$ cat src/pci_cfg_pkg.sv
package pci_cfg_pkg;

	// ------------------------------------------------------------
	// Register offsets (byte addresses)
	// ------------------------------------------------------------
	localparam logic [7:0] OFS_ID        = 8'h00;
	localparam logic [7:0] OFS_CMD_STAT  = 8'h04;
	localparam logic [7:0] OFS_CLASS     = 8'h08;
	localparam logic [7:0] OFS_LATENCY   = 8'h0c;
	localparam logic [7:0] OFS_IO_BASE   = 8'h10;
	localparam logic [7:0] OFS_MEM_BASE  = 8'h14;
	localparam logic [7:0] OFS_RSVD_LOW  = 8'h18;
	localparam logic [7:0] OFS_SUBSYS    = 8'h2c;
	localparam logic [7:0] OFS_ROM_BASE  = 8'h30;
	localparam logic [7:0] OFS_CAP_PTR   = 8'h34;
	localparam logic [7:0] OFS_INTR      = 8'h3c;
	localparam logic [7:0] OFS_SCRATCH   = 8'h40;
	localparam logic [7:0] OFS_SIGNATURE = 8'h80;
	localparam logic [7:0] OFS_PM_CAP    = 8'hc0;
	localparam logic [7:0] OFS_PM_CTRL   = 8'hc4;

	// ------------------------------------------------------------
	// Configuration commands
	// ------------------------------------------------------------
	localparam logic [3:0] CMD_CFG_READ  = 4'ha;
	localparam logic [3:0] CMD_CFG_WRITE = 4'hb;

	// ------------------------------------------------------------
	// Command and status fields
	// ------------------------------------------------------------
	localparam int         CMD_IO_BIT     = 0;
	localparam int         CMD_MEM_BIT    = 1;
	localparam int         CMD_MASTER_BIT = 2;
	localparam int         CMD_PERR_BIT   = 6;
	localparam int         CMD_SERR_BIT   = 8;
	localparam logic [8:0] CMD_RESET      = 9'h107;
	localparam logic [8:0] CMD_WR_MASK    = 9'h147;
	localparam int         ST_SPE_BIT     = 31;
	localparam int         ST_SES_BIT     = 30;
	localparam int         ST_SMA_BIT     = 29;
	localparam int         ST_STA_BIT     = 28;
	localparam int         ST_SDST_LSB    = 25;
	localparam logic [1:0] ST_SDST_VAL    = 2'h1;
	localparam int         ST_SDPR_BIT    = 24;
	localparam int         ST_SFBB_BIT    = 23;
	localparam int         ST_NC_BIT      = 20;

	// ------------------------------------------------------------
	// Window sizes and fixed fields
	// ------------------------------------------------------------
	localparam int          IO_BASE_LSB  = 7;
	localparam int          MEM_BASE_LSB = 7;
	localparam int          ROM_BASE_LSB = 14;
	localparam logic [23:0] CLASS_CODE   = 24'h020000;
	localparam logic [7:0]  REV_STEP     = 8'h00;
	localparam logic [7:0]  INTR_PIN     = 8'h01;
	localparam logic [7:0]  CAP_PTR      = 8'hc0;
	// Arbitrary value
	localparam logic [31:0] SIGNATURE    = 32'h5a5a_0001;
	localparam logic [7:0]  PM_CAP_CODE  = 8'h01;
	localparam logic [7:0]  PM_NEXT_LINK = 8'h00;
	localparam logic [15:0] PM_CAPS      = 16'h0002;
	localparam int          PMCS_PME_EN  = 8;
	localparam int          PMCS_PME_ST  = 15;

	// ------------------------------------------------------------
	// EEPROM recall words and transceiver register map
	// ------------------------------------------------------------
	localparam logic [2:0] EE_VENDOR   = 3'h0;
	localparam logic [2:0] EE_DEVICE   = 3'h1;
	localparam logic [2:0] EE_SUB_VEN  = 3'h2;
	localparam logic [2:0] EE_SUB_DEV  = 3'h3;
	localparam logic [2:0] EE_GNT_LAT  = 3'h4;
	localparam int         EE_WORDS    = 5;
	localparam logic [4:0] MII_STD_LAST  = 5'h06;
	localparam logic [4:0] MII_VND_FIRST = 5'h10;
	localparam logic [4:0] MII_VND_LAST  = 5'h13;

	typedef enum logic [1:0] {
		RC_IDLE = 2'b00,
		RC_ASK  = 2'b01,
		RC_WAIT = 2'b11,
		RC_DONE = 2'b10
	} recall_state_e;

endpackage : pci_cfg_pkg

$ cat src/eeprom_recall.sv
`timescale 1ns/100ps
`default_nettype none

module eeprom_recall (
	input  wire logic        clk,
	input  wire logic        rst,
	input  wire logic        ce,
	output logic             ee_req,
	output logic [2:0]       ee_word,
	input  wire logic [15:0] ee_rdata,
	input  wire logic        ee_rvalid,
	output logic [15:0]      word_q [pci_cfg_pkg::EE_WORDS],
	output logic             recall_done
);

	pci_cfg_pkg::recall_state_e state_q, state_d;
	logic [2:0]                 idx_q, idx_d;
	logic [15:0]                word_d [pci_cfg_pkg::EE_WORDS];

	// ------------------------------------------------------------
	// Recall sequence after reset release
	// ------------------------------------------------------------
	always_comb begin
		state_d = state_q;
		idx_d   = idx_q;
		word_d  = word_q;
		case (state_q)
			pci_cfg_pkg::RC_IDLE: state_d = pci_cfg_pkg::RC_ASK; // [RULE_07]
			pci_cfg_pkg::RC_ASK:  state_d = pci_cfg_pkg::RC_WAIT;
			pci_cfg_pkg::RC_WAIT: begin
				if (ee_rvalid) begin
					word_d[idx_q] = ee_rdata; // [RULE_07]
					if (idx_q == pci_cfg_pkg::EE_GNT_LAT) begin
						state_d = pci_cfg_pkg::RC_DONE;
					end else begin
						idx_d   = idx_q + 3'h1;
						state_d = pci_cfg_pkg::RC_ASK;
					end
				end
			end
			pci_cfg_pkg::RC_DONE: state_d = pci_cfg_pkg::RC_DONE;
			default:              state_d = pci_cfg_pkg::RC_IDLE;
		endcase
	end

	always_ff @(posedge clk) begin
		if (rst) begin
			state_q <= pci_cfg_pkg::RC_IDLE;
			idx_q   <= pci_cfg_pkg::EE_VENDOR;
			for (int i = 0; i < pci_cfg_pkg::EE_WORDS; i++) begin
				word_q[i] <= 16'h0000;
			end
		end else if (ce) begin
			state_q <= state_d;
			idx_q   <= idx_d;
			word_q  <= word_d;
		end
	end

	assign ee_req      = (state_q == pci_cfg_pkg::RC_ASK);
	assign ee_word     = idx_q;
	assign recall_done = (state_q == pci_cfg_pkg::RC_DONE);
endmodule : eeprom_recall

`default_nettype wire

$ cat src/pci_config_register_bank.sv
// Function
// RULE_01 - Hardware reset loads every configuration register with its default.
// RULE_02 - Software reset leaves all configuration register contents unchanged.
// RULE_03 - Byte, word and double word accesses touch only enabled byte lanes.
// RULE_04 - Control/status set is reachable through I/O and memory space.
// RULE_05 - Transceiver has eleven 16-bit registers: seven standard, four vendor.
// RULE_06 - Offset 0 is read-only: loaded device number high, vendor number low.
// RULE_07 - Identity, subsystem identity, grant and latency reload from EEPROM after reset.
// RULE_08 - At 40h bits 15 to 8 are read/write scratch; others reserved.
// RULE_09 - Offset 80h returns a fixed signature; writes never change it.
// RULE_10 - Boot ROM base at 30h decodes a window sized for 128 kilobits.
// RULE_11 - Offset c0h holds capability code, next link, capabilities word upward.
// RULE_12 - Offset c4h holds control/state word low; upper half reserved.
// RULE_13 - 0ch holds line size, latency; 3ch holds line, pin, grant, latency.
// RULE_14 - Parity error flag sets on any parity error, response enabled or not.
// RULE_15 - Reserved offsets and bits read zero; writes to them are ignored.
// RULE_16 - Configuration command, dword offset and byte enables select register and lanes.
`timescale 1ns/100ps
`default_nettype none

module pci_config_register_bank (
	input  wire logic        clk,
	input  wire logic        rst,
	input  wire logic        ce,
	input  wire logic        sw_rst,
	input  wire logic        cfg_sel,
	input  wire logic [3:0]  cfg_cmd,
	input  wire logic [5:0]  cfg_dword,
	input  wire logic [3:0]  cfg_be_n,
	input  wire logic [31:0] cfg_wdata,
	output logic             cfg_ack,
	output logic [31:0]      cfg_rdata,
	output logic             ee_req,
	output logic [2:0]       ee_word,
	input  wire logic [15:0] ee_rdata,
	input  wire logic        ee_rvalid,
	output logic             recall_done,
	input  wire logic        parity_err_det,
	input  wire logic        sys_err_sig,
	input  wire logic        master_abort_rx,
	input  wire logic        target_abort_rx,
	input  wire logic        data_parity_err,
	input  wire logic        nc_enable,
	input  wire logic        pme_event,
	input  wire logic [31:0] bus_addr,
	output logic             csr_io_hit,
	output logic             csr_mem_hit,
	output logic             rom_hit,
	input  wire logic [4:0]  mii_reg_addr,
	output logic             mii_reg_valid,
	output logic             io_space_en,
	output logic             mem_space_en,
	output logic             bus_master_en,
	output logic             parity_resp_en,
	output logic             serr_en,
	output logic [7:0]       cache_line_size,
	output logic [7:0]       latency_timer,
	output logic [7:0]       interrupt_line,
	output logic [1:0]       power_state,
	output logic             pme_en
);

	// ------------------------------------------------------------
	// Storage
	// ------------------------------------------------------------
	logic [8:0]   cmd_q, cmd_d;
	logic         spe_q, spe_d;
	logic         ses_q, ses_d;
	logic         sma_q, sma_d;
	logic         sta_q, sta_d;
	logic         sdpr_q, sdpr_d;
	logic [7:0]   cls_q, cls_d;
	logic [7:0]   lat_q, lat_d;
	logic [31:7]  iob_q, iob_d;
	logic [31:7]  mb_q, mb_d;
	logic [31:14] rom_q, rom_d;
	logic         rom_en_q, rom_en_d;
	logic [7:0]   iline_q, iline_d;
	logic [7:0]   drv_q, drv_d;
	logic [1:0]   ps_q, ps_d;
	logic         pme_en_q, pme_en_d;
	logic         pme_st_q, pme_st_d;
	logic         ack_q, ack_d;
	logic [31:0]  rdata_q, rdata_d;
	logic [15:0]  ee_q [pci_cfg_pkg::EE_WORDS];

	logic         take;
	logic         rd_take;
	logic         wr_take;
	logic [7:0]   byte_ofs;
	logic [31:0]  wmask;
	logic [31:0]  w1c;
	logic [31:0]  rd_img;

	eeprom_recall u_recall (
		.clk         (clk),
		.rst         (rst),
		.ce          (ce),
		.ee_req      (ee_req),
		.ee_word     (ee_word),
		.ee_rdata    (ee_rdata),
		.ee_rvalid   (ee_rvalid),
		.word_q      (ee_q),
		.recall_done (recall_done)
	);

	// ------------------------------------------------------------
	// Access decode
	// ------------------------------------------------------------
	assign rd_take  = ce && cfg_sel && (cfg_cmd == pci_cfg_pkg::CMD_CFG_READ);  // [RULE_16]
	assign wr_take  = ce && cfg_sel && (cfg_cmd == pci_cfg_pkg::CMD_CFG_WRITE); // [RULE_16]
	assign take     = rd_take || wr_take;
	assign byte_ofs = {cfg_dword, 2'b00};
	assign w1c      = cfg_wdata & wmask;

	for (genvar i = 0; i < 4; i++) begin : g_lane
		assign wmask[8*i +: 8] = {8{wr_take && !cfg_be_n[i]}}; // [RULE_03]
	end

	function automatic logic [31:0] merge(input logic [31:0] old_v,
	                                      input logic [31:0] new_v,
	                                      input logic [31:0] mask);
		return (old_v & ~mask) | (new_v & mask);
	endfunction : merge

	// ------------------------------------------------------------
	// Read image; unlisted offsets and reserved bits read zero
	// ------------------------------------------------------------
	always_comb begin
		rd_img = 32'h0000_0000; // [RULE_15]
		case (byte_ofs)
			pci_cfg_pkg::OFS_ID:
				rd_img = {ee_q[pci_cfg_pkg::EE_DEVICE], ee_q[pci_cfg_pkg::EE_VENDOR]}; // [RULE_06]
			pci_cfg_pkg::OFS_CMD_STAT: begin
				rd_img[8:0]                        = cmd_q;
				rd_img[pci_cfg_pkg::ST_SPE_BIT]    = spe_q;
				rd_img[pci_cfg_pkg::ST_SES_BIT]    = ses_q;
				rd_img[pci_cfg_pkg::ST_SMA_BIT]    = sma_q;
				rd_img[pci_cfg_pkg::ST_STA_BIT]    = sta_q;
				rd_img[pci_cfg_pkg::ST_SDST_LSB +: 2] = pci_cfg_pkg::ST_SDST_VAL;
				rd_img[pci_cfg_pkg::ST_SDPR_BIT]   = sdpr_q;
				rd_img[pci_cfg_pkg::ST_SFBB_BIT]   = 1'b1;
				rd_img[pci_cfg_pkg::ST_NC_BIT]     = nc_enable;
			end
			pci_cfg_pkg::OFS_CLASS:    rd_img = {pci_cfg_pkg::CLASS_CODE, pci_cfg_pkg::REV_STEP};
			pci_cfg_pkg::OFS_LATENCY:  rd_img = {16'h0000, lat_q, cls_q}; // [RULE_13]
			pci_cfg_pkg::OFS_IO_BASE:  rd_img = {iob_q, 7'h01};
			pci_cfg_pkg::OFS_MEM_BASE: rd_img = {mb_q, 7'h00};
			pci_cfg_pkg::OFS_SUBSYS:
				rd_img = {ee_q[pci_cfg_pkg::EE_SUB_DEV], ee_q[pci_cfg_pkg::EE_SUB_VEN]};
			pci_cfg_pkg::OFS_ROM_BASE: rd_img = {rom_q, 13'h0000, rom_en_q}; // [RULE_10]
			pci_cfg_pkg::OFS_CAP_PTR:  rd_img = {24'h000000, pci_cfg_pkg::CAP_PTR};
			pci_cfg_pkg::OFS_INTR:
				rd_img = {ee_q[pci_cfg_pkg::EE_GNT_LAT], pci_cfg_pkg::INTR_PIN, iline_q}; // [RULE_13]
			pci_cfg_pkg::OFS_SCRATCH:  rd_img = {16'h0000, drv_q, 8'h00}; // [RULE_08]
			pci_cfg_pkg::OFS_SIGNATURE: rd_img = pci_cfg_pkg::SIGNATURE; // [RULE_09]
			pci_cfg_pkg::OFS_PM_CAP:
				rd_img = {pci_cfg_pkg::PM_CAPS, pci_cfg_pkg::PM_NEXT_LINK,
				          pci_cfg_pkg::PM_CAP_CODE}; // [RULE_11]
			pci_cfg_pkg::OFS_PM_CTRL:
				rd_img = {16'h0000, pme_st_q, 6'h00, pme_en_q, 6'h00, ps_q}; // [RULE_12]
			default: rd_img = 32'h0000_0000;
		endcase
	end

	// ------------------------------------------------------------
	// Next state of writable fields and status flags
	// ------------------------------------------------------------
	always_comb begin
		logic [31:0] m;
		m        = 32'h0000_0000;
		cmd_d    = cmd_q;
		cls_d    = cls_q;
		lat_d    = lat_q;
		iob_d    = iob_q;
		mb_d     = mb_q;
		rom_d    = rom_q;
		rom_en_d = rom_en_q;
		iline_d  = iline_q;
		drv_d    = drv_q;
		ps_d     = ps_q;
		pme_en_d = pme_en_q;
		spe_d    = spe_q;
		ses_d    = ses_q;
		sma_d    = sma_q;
		sta_d    = sta_q;
		sdpr_d   = sdpr_q;
		pme_st_d = pme_st_q;
		if (wr_take) begin
			m = merge(rd_img, cfg_wdata, wmask); // [RULE_03]
			case (byte_ofs)
				pci_cfg_pkg::OFS_CMD_STAT: begin
					cmd_d  = (cmd_q & ~pci_cfg_pkg::CMD_WR_MASK) | (m[8:0] & pci_cfg_pkg::CMD_WR_MASK);
					spe_d  = spe_q && !w1c[pci_cfg_pkg::ST_SPE_BIT];
					ses_d  = ses_q && !w1c[pci_cfg_pkg::ST_SES_BIT];
					sma_d  = sma_q && !w1c[pci_cfg_pkg::ST_SMA_BIT];
					sta_d  = sta_q && !w1c[pci_cfg_pkg::ST_STA_BIT];
					sdpr_d = sdpr_q && !w1c[pci_cfg_pkg::ST_SDPR_BIT];
				end
				pci_cfg_pkg::OFS_LATENCY: begin
					cls_d = m[7:0];  // [RULE_13]
					lat_d = m[15:8]; // [RULE_13]
				end
				pci_cfg_pkg::OFS_IO_BASE:  iob_d = m[31:pci_cfg_pkg::IO_BASE_LSB];
				pci_cfg_pkg::OFS_MEM_BASE: mb_d  = m[31:pci_cfg_pkg::MEM_BASE_LSB];
				pci_cfg_pkg::OFS_ROM_BASE: begin
					rom_d    = m[31:pci_cfg_pkg::ROM_BASE_LSB]; // [RULE_10]
					rom_en_d = m[0];
				end
				pci_cfg_pkg::OFS_INTR:    iline_d = m[7:0];
				pci_cfg_pkg::OFS_SCRATCH: drv_d   = m[15:8]; // [RULE_08]
				pci_cfg_pkg::OFS_PM_CTRL: begin
					ps_d     = m[1:0];
					pme_en_d = m[pci_cfg_pkg::PMCS_PME_EN];
					pme_st_d = pme_st_q && !w1c[pci_cfg_pkg::PMCS_PME_ST];
				end
				default: m = 32'h0000_0000; // [RULE_15]
			endcase
		end
		// Events win over a clear in the same cycle
		if (parity_err_det) begin
			spe_d = 1'b1; // [RULE_14]
		end
		if (sys_err_sig) begin
			ses_d = 1'b1;
		end
		if (master_abort_rx) begin
			sma_d = 1'b1;
		end
		if (target_abort_rx) begin
			sta_d = 1'b1;
		end
		if (data_parity_err && cmd_q[pci_cfg_pkg::CMD_PERR_BIT]) begin
			sdpr_d = 1'b1;
		end
		if (pme_event) begin
			pme_st_d = 1'b1;
		end
		ack_d   = take;
		rdata_d = rd_take ? rd_img : rdata_q;
	end

	// ------------------------------------------------------------
	// Registers; only the hardware reset restores defaults
	// ------------------------------------------------------------
	always_ff @(posedge clk) begin
		if (rst) begin
			cmd_q    <= pci_cfg_pkg::CMD_RESET; // [RULE_01]
			cls_q    <= 8'h00;
			lat_q    <= 8'h00;
			iob_q    <= '0;
			mb_q     <= '0;
			rom_q    <= '0;
			rom_en_q <= 1'b0;
			iline_q  <= 8'h00;
			drv_q    <= 8'h00;
			ps_q     <= 2'h0;
			pme_en_q <= 1'b0;
			spe_q    <= 1'b0;
			ses_q    <= 1'b0;
			sma_q    <= 1'b0;
			sta_q    <= 1'b0;
			sdpr_q   <= 1'b0;
			pme_st_q <= 1'b0;
			ack_q    <= 1'b0;
			rdata_q  <= 32'h0000_0000;
		end else if (ce) begin
			// Software reset has no term here: contents survive it [RULE_02]
			cmd_q    <= cmd_d;
			cls_q    <= cls_d;
			lat_q    <= lat_d;
			iob_q    <= iob_d;
			mb_q     <= mb_d;
			rom_q    <= rom_d;
			rom_en_q <= rom_en_d;
			iline_q  <= iline_d;
			drv_q    <= drv_d;
			ps_q     <= ps_d;
			pme_en_q <= pme_en_d;
			spe_q    <= spe_d;
			ses_q    <= ses_d;
			sma_q    <= sma_d;
			sta_q    <= sta_d;
			sdpr_q   <= sdpr_d;
			pme_st_q <= pme_st_d;
			ack_q    <= ack_d;
			rdata_q  <= rdata_d;
		end
	end

	// ------------------------------------------------------------
	// Outputs and address window decode
	// ------------------------------------------------------------
	assign cfg_ack         = ack_q;
	assign cfg_rdata       = rdata_q;
	assign io_space_en     = cmd_q[pci_cfg_pkg::CMD_IO_BIT];
	assign mem_space_en    = cmd_q[pci_cfg_pkg::CMD_MEM_BIT];
	assign bus_master_en   = cmd_q[pci_cfg_pkg::CMD_MASTER_BIT];
	assign parity_resp_en  = cmd_q[pci_cfg_pkg::CMD_PERR_BIT];
	assign serr_en         = cmd_q[pci_cfg_pkg::CMD_SERR_BIT];
	assign cache_line_size = cls_q;
	assign latency_timer   = lat_q;
	assign interrupt_line  = iline_q;
	assign power_state     = ps_q;
	assign pme_en          = pme_en_q;

	assign csr_io_hit  = io_space_en &&
	                     (bus_addr[31:pci_cfg_pkg::IO_BASE_LSB] == iob_q);  // [RULE_04]
	assign csr_mem_hit = mem_space_en &&
	                     (bus_addr[31:pci_cfg_pkg::MEM_BASE_LSB] == mb_q);  // [RULE_04]
	assign rom_hit     = mem_space_en && rom_en_q &&
	                     (bus_addr[31:pci_cfg_pkg::ROM_BASE_LSB] == rom_q); // [RULE_10]

	assign mii_reg_valid = (mii_reg_addr <= pci_cfg_pkg::MII_STD_LAST) ||
	                       ((mii_reg_addr >= pci_cfg_pkg::MII_VND_FIRST) &&
	                        (mii_reg_addr <= pci_cfg_pkg::MII_VND_LAST)); // [RULE_05]
endmodule : pci_config_register_bank

`default_nettype wire

$ cat config.mk
export PLATFORM = sky130hd
export DESIGN_NAME = pci_config_register_bank
export DESIGN_NICKNAME = d
export VERILOG_FILES = /design/src/pci_cfg_pkg.sv /design/src/eeprom_recall.sv /design/src/pci_config_register_bank.sv
export SDC_FILE = /design/constraint.sdc
export NUM_CORES = 1
export LEC_CHECK = 0
export BUFFER_PORTS_ARGS = -buffer_cell sky130_fd_sc_hd__buf_4
export CAP_MARGIN = 15
export CORE_MARGIN = 5
export CORE_UTILIZATION = 40
export DETAILED_ROUTE_END_ITERATION = 12
export SYNTH_ARGS = -nofsm -noshare
export SYNTH_HDL_FRONTEND = slang
export SYNTH_SLANG_ARGS = --single-unit
$ cat constraint.sdc
create_clock -name clk -period 6.6 [get_ports clk]
set_input_delay 0.99 -clock clk [delete_from_list [all_inputs] [get_ports clk]]
set_output_delay 0.99 -clock clk [all_outputs]
set_load 0.01 [all_outputs]
# Word-level counts from Yosys, hierarchy flattened
# Cells that the tools add are included.
[totals]
regBits = 237
in_bits = 112
word_cells = 159
[classes]
n_mux = 31
n_lt_le_gt_ge = 5
reduce_logical = 66
add_sub_neg = 1
n_bitwise = 7
n_eq_ne = 23
[ops]
columns = ["cell", "count"]
rows = [
  ["$pmux W11 S11", 1],
  ["$pmux W9 S12", 1],
  ["$bwmux W80", 1],
  ["$and A32 B32 Y32", 2],
  ["$pmux W4 S8", 2],
  ["$eq A25 B25 Y1", 2],
  ["$demux W16 S3", 1],
  ["$reduce_and A3 Y1", 15],
  ["$not A32 Y32", 1],
  ["$or A32 B32 Y32", 1],
  ["$eq A6 B4 Y1 const B", 4],
  ["$reduce_bool A2 Y1", 12],
  ["$logic_and A1 B1 Y1", 20],
  ["$eq A18 B18 Y1", 1],
  ["$eq A6 B6 Y1 const B", 3],
  ["$mux W1", 18],
  ["$mux W16", 1],
  ["$pmux W2 S7", 1],
  ["$eq A6 B2 Y1 const B", 2],
  ["$eq A6 B3 Y1 const B", 2],
  ["$logic_not A1 Y1", 10],
  ["$or A8 B9 Y9", 1],
  ["$eq A4 B4 Y1 const B", 2],
  ["$logic_not A8 Y1", 1],
  ["23 further kinds", 28],
]

# Depth between registers and ports, before layout
[depth]
depth_word = 9
ltp_mapped = 10

# Hierarchy
# A second synthesis with hierarchy kept.
[hier_totals]
hier_cells = 1360
hier_area_um2 = 12151.7
[modules_own_cells]
columns = ["module", "cells_per_inst", "area_each_um2", "n_inst"]
rows = [
  ["pci_config_register_bank", 1027, 8607.0, 1],
  ["eeprom_recall", 333, 3544.6, 1],
]

# Least setup slack after synthesis
# No wires, ideal clock.
[synth_path]
path_kind = "input to output"
start = "input port bus_addr[20]"
end = "output port csr_mem_hit"
required_time_ps = 5610
path_buffers = 0
cell_stages = 4
arrival_time_ps = 1930
slack_ps = 3680
cell_sequence = "xor2_1 -> nor4_1 -> nand3_1 -> nor4_1"
[synth_via]
elab_chain_len = 2
[synth_lines]
columns = ["element", "line_no", "text"]
rows = [
  ["from (decl)", "pci_config_register_bank.sv:45", "input wire logic [31:0] bus_addr,"],
  ["$eq A25 B25 Y1", "pci_config_register_bank.sv:310", "(bus_addr[31:pci_cfg_pkg::MEM_BASE_LSB] == mb_q);"],
  ["$logic_and A1 B1 Y1", "pci_config_register_bank.sv:309", "assign csr_mem_hit = mem_space_en &&"],
  ["to (decl)", "pci_config_register_bank.sv:47", "output logic csr_mem_hit,"],
]
# No other way between the ends.

# Worst setup path after layout
[layout_path]
start = "input port cfg_dword[5]"
end = "register rom_q[15] (netlist bit)"
[layout_via]
elab_chain_len = 4
[layout_lines]
columns = ["element", "line_no", "text"]
rows = [
  ["from (decl)", "pci_config_register_bank.sv:28", "input wire logic [5:0] cfg_dword,"],
  ["$eq A6 B6 Y1 (tied with other cells)", "pci_config_register_bank.sv:131", "case (byte_ofs)"],
  ["$pmux W11 S11", "pci_config_register_bank.sv:131", ""],
  ["$and A32 B32 Y32", "pci_config_register_bank.sv:123", "return (old_v & ~mask) | (new_v & mask);"],
  ["$or A32 B32 Y32", "pci_config_register_bank.sv:123", ""],
  ["to (signal assigned)", "pci_config_register_bank.sv:274", "rom_q <= rom_d;"],
  ["to (decl)", "pci_config_register_bank.sv:76", "logic [31:14] rom_q, rom_d;"],
]
# Several ways; a longest one is shown, not always the timed one.
# A chain may end at the register's enable or synchronous reset.

==> flow_metrics.tcl <==
set metrics [dict create \
    fmax_ghz 0.273 \
    synthSimpleGateAreaFrac_pct 26.1 \
    cts_tree "built" \
    grt_util_all_layers_pct 26.8 \
    post-dp-hpwl_um 31300 \
    synth_compound_area_share_pct 18.1 \
    cts_root_buf "clkbuf_16" \
    hold_path_class "reg2reg" \
    final_common_cell "nand2_1" \
    slew_violations 0 \
    combPwrFrac_pct 6.5 \
    swShare_pct 23.2 \
    clkTransAtPathRegs_ps 60 \
    dr.pass1.iters 8 \
    pwr-share-clk_pct 48.5 \
    syn_inst 1357 \
    via_count 11200 \
    wl_per_cell_um 23.5 \
    synth_fa_ha_area_share_pct 0.228 \
    htree_levels 1 \
    grt_pass1_wl_um 64600 \
    rsz0062_at_grt "no" \
    synth_edf_count 0 \
    status "finished, final reports clean" \
    clk_path_buf_depth 3 \
    layout-drive-gt1-share_pct 18.8 \
    antenna_found_initial 1 \
    routed_wirelength_um 43400 \
    critPathRequiredTime_ps 6980 \
    syn_to_final_growth_pct 22.6 \
    cts_resized 0 \
    place_congestion 1.00 \
    synthesis.area_um2 11000 \
    cts_setup_buffers 0 \
    ys_async_sr_fraction_pct 0 \
    drtIter0Drc 1365 \
    synth_mux_area_share_pct 3.50 \
    path_max_fanout 24 \
    seq_area_frac_synth_pct 42.5 \
    power.switching_uw 731 \
    cp_slowest_stage_delay_ps 770 \
    powerDensity_nw_per_um2 234 \
    seqPwrFrac_pct 45.0 \
    core_um2 27000 \
    dieHeight_um 176 \
    leakage_uw 0.00514 \
    die-area_um2 30800 \
    grt_pass1_vias 10300 \
    synth_flop_cell "dfxtp_1" \
    viasPerCell 6.04 \
    fin_crit_ps 3660 \
    layout_common_cells "238 x nand2_1, 233 x dfxtp_1, 198 x buf_4, 129 x a21oi_1, 107 x nor2_1" \
    insertion_delay_ps 540 \
    slew_headroom_pct 22.0 \
    fin_nets 1602 \
    hold_viol 0 \
    maxCapViolations 0 \
    synth_xor_area_share_pct 5.59 \
    syn-num-nets 1471 \
    grt.overflow.total 0 \
    critPathTopFamily "simple AND/OR/NAND/NOR gates" \
    p_total_uw 3150 \
    cp_cell_sequence "buf_4 > nand4bb_1 > nor2_2 > nand2_1 > and3_1 > a21oi_1 > o21ai_0" \
    port_buffers 177 \
    worst_slew_pin_slew_ps 1170 \
    period_share_pct 55.5 \
    synth_top_family_by_area "simple AND/OR/NAND/NOR gates" \
    ys_seq_elements 233 \
    grt_max_degree 114 \
    numCtsBuffers 27 \
    cp-end-kind "flop" \
    placed_area_um2 12500 \
    start_util_pct 40.7 \
    syn_area_per_cell_um2 8.08 \
    setup-violations-final 0 \
    dieWidth_um 176 \
    hold_ws_ps 457 \
    drc 0 \
    critPathBufInv 1 \
    cp.arrival_ps 4040 \
    hold_buffers 0 \
    path_class "in2reg" \
    final.setup.tns_ps 0 \
    cts.sinks 233 \
    crit_slowest_cell "nand2_1" \
    rows 60 \
    ys_types 71 \
    postLayoutCellArea_um2 13400 \
    vdd_drop_max_mv 0.158 \
    intPower_uw 2420 \
    yosysWarnings 0 \
    fin_skew_ps 12.6 \
    start_kind "primary input" \
    postRouteAntennaNets 0 \
    num_antenna_cells 0 \
    ios 186 \
]
[power by group through the flow]
stage          Combinational [uW]  Clock (uW)  Sequential (uW)
6_report                      204        1530             1420
4_1_cts                       201        1540             1420
3_3_place_gp                  200           0             1450
2_1_floorplan                88.0           0             1450
5_1_grt                       214        1600             1420
3_5_place_dp                  200           0             1450
[routing by layer]
layer	routed length, um	track usage, %
met1	18900	39.0
met5	27	0
met3	3990	4.69
met2	19000	40.6
met4	1470	8.45
[state kept, by name, indices dropped and copies added (netlist names), 8 cells and up]
register	cells
mb_q	25
interrupt_line	8
iob_q	25
latency_timer	8
drv_q	8
rom_q	18
cache_line_size	8
u_recall.word_q	80
cfg_rdata	32
[logic make-up after synthesis]
kind of cell | Yosys count
AOI/OAI and AO/OA | 313
xor gates and xnor gates | 70
adders and majority gates | 2
buffers and inverters | 102
DFF | 233
muxes | 38
and+or+nand+nor | 599
[path summary, 6_finish.rpt]
path                                                  startpoint                          endpoint  slack (ps)  cells after the start
worst max-delay path                                cfg_dword[5]            rom_q[15]$_SDFFE_PP0P_        2940                      7
worst min-delay path            u_recall.word_q[42]$_SDFFE_PP0P_  u_recall.word_q[42]$_SDFFE_PP0P_         460                      2
worst max register to register  u_recall.state_q[1]$_SDFFE_PP0P_  u_recall.word_q[52]$_SDFFE_PP0P_        4250                      6
worst min register to register  u_recall.word_q[42]$_SDFFE_PP0P_  u_recall.word_q[42]$_SDFFE_PP0P_         460                      2
[synth_stat cells (9+ instances only)]
library cell,number,share of area (%)
nand4_1,25,1.4
nor4_1,23,1.3
xor2_1,46,3.7
nor3_1,42,1.9
xnor2_1,24,1.9
nor2_1,109,3.7
a21oi_1,129,5.9
a31o_2,9,0.72
and3_1,31,1.8
buf_2,20,0.91
buf_1,10,0.34
a222oi_1,10,0.91
a311oi_1,10,0.80
a22oi_1,33,2.3
o31ai_1,12,0.82
o21ai_0,48,2.2
dfxtp_1,233,43
mux2i_1,35,3.2
nand2_1,238,8.1
clkbuf_1,62,2.1
nand3_1,75,3.4
[per-stage QoR]
stage,std cells,setup slack (ps),util (%)
finish,1848,2940,49.9
global route,1848,2870,49.9
CTS,1848,3080,49.9
detailed placement,1800,2510,46.5
global placement,1799,2540,46.5
floorplan,1357,3680,-
[final cells by class]
cell class | instances | area [um2]
Fill cell | 2631 | 13500
Multi-Input combinational cell | 1022 | 5920
Clock buffer | 42 | 822
Sequential cell | 233 | 4660
Tap cell | 341 | 427
Clock inverter | 6 | 87.6
Timing Repair Buffer | 200 | 1510
Inverter | 4 | 15.0
[worst register-to-register path: stages (launching register included)]
cell	delay (ps)
dfxtp_1	390
nand4_1	260
nor2_1	320
nand2_1	120
nor2_1	890
nand2_1	110
a21oi_1	180
Power figures use the tool's default switching activity.
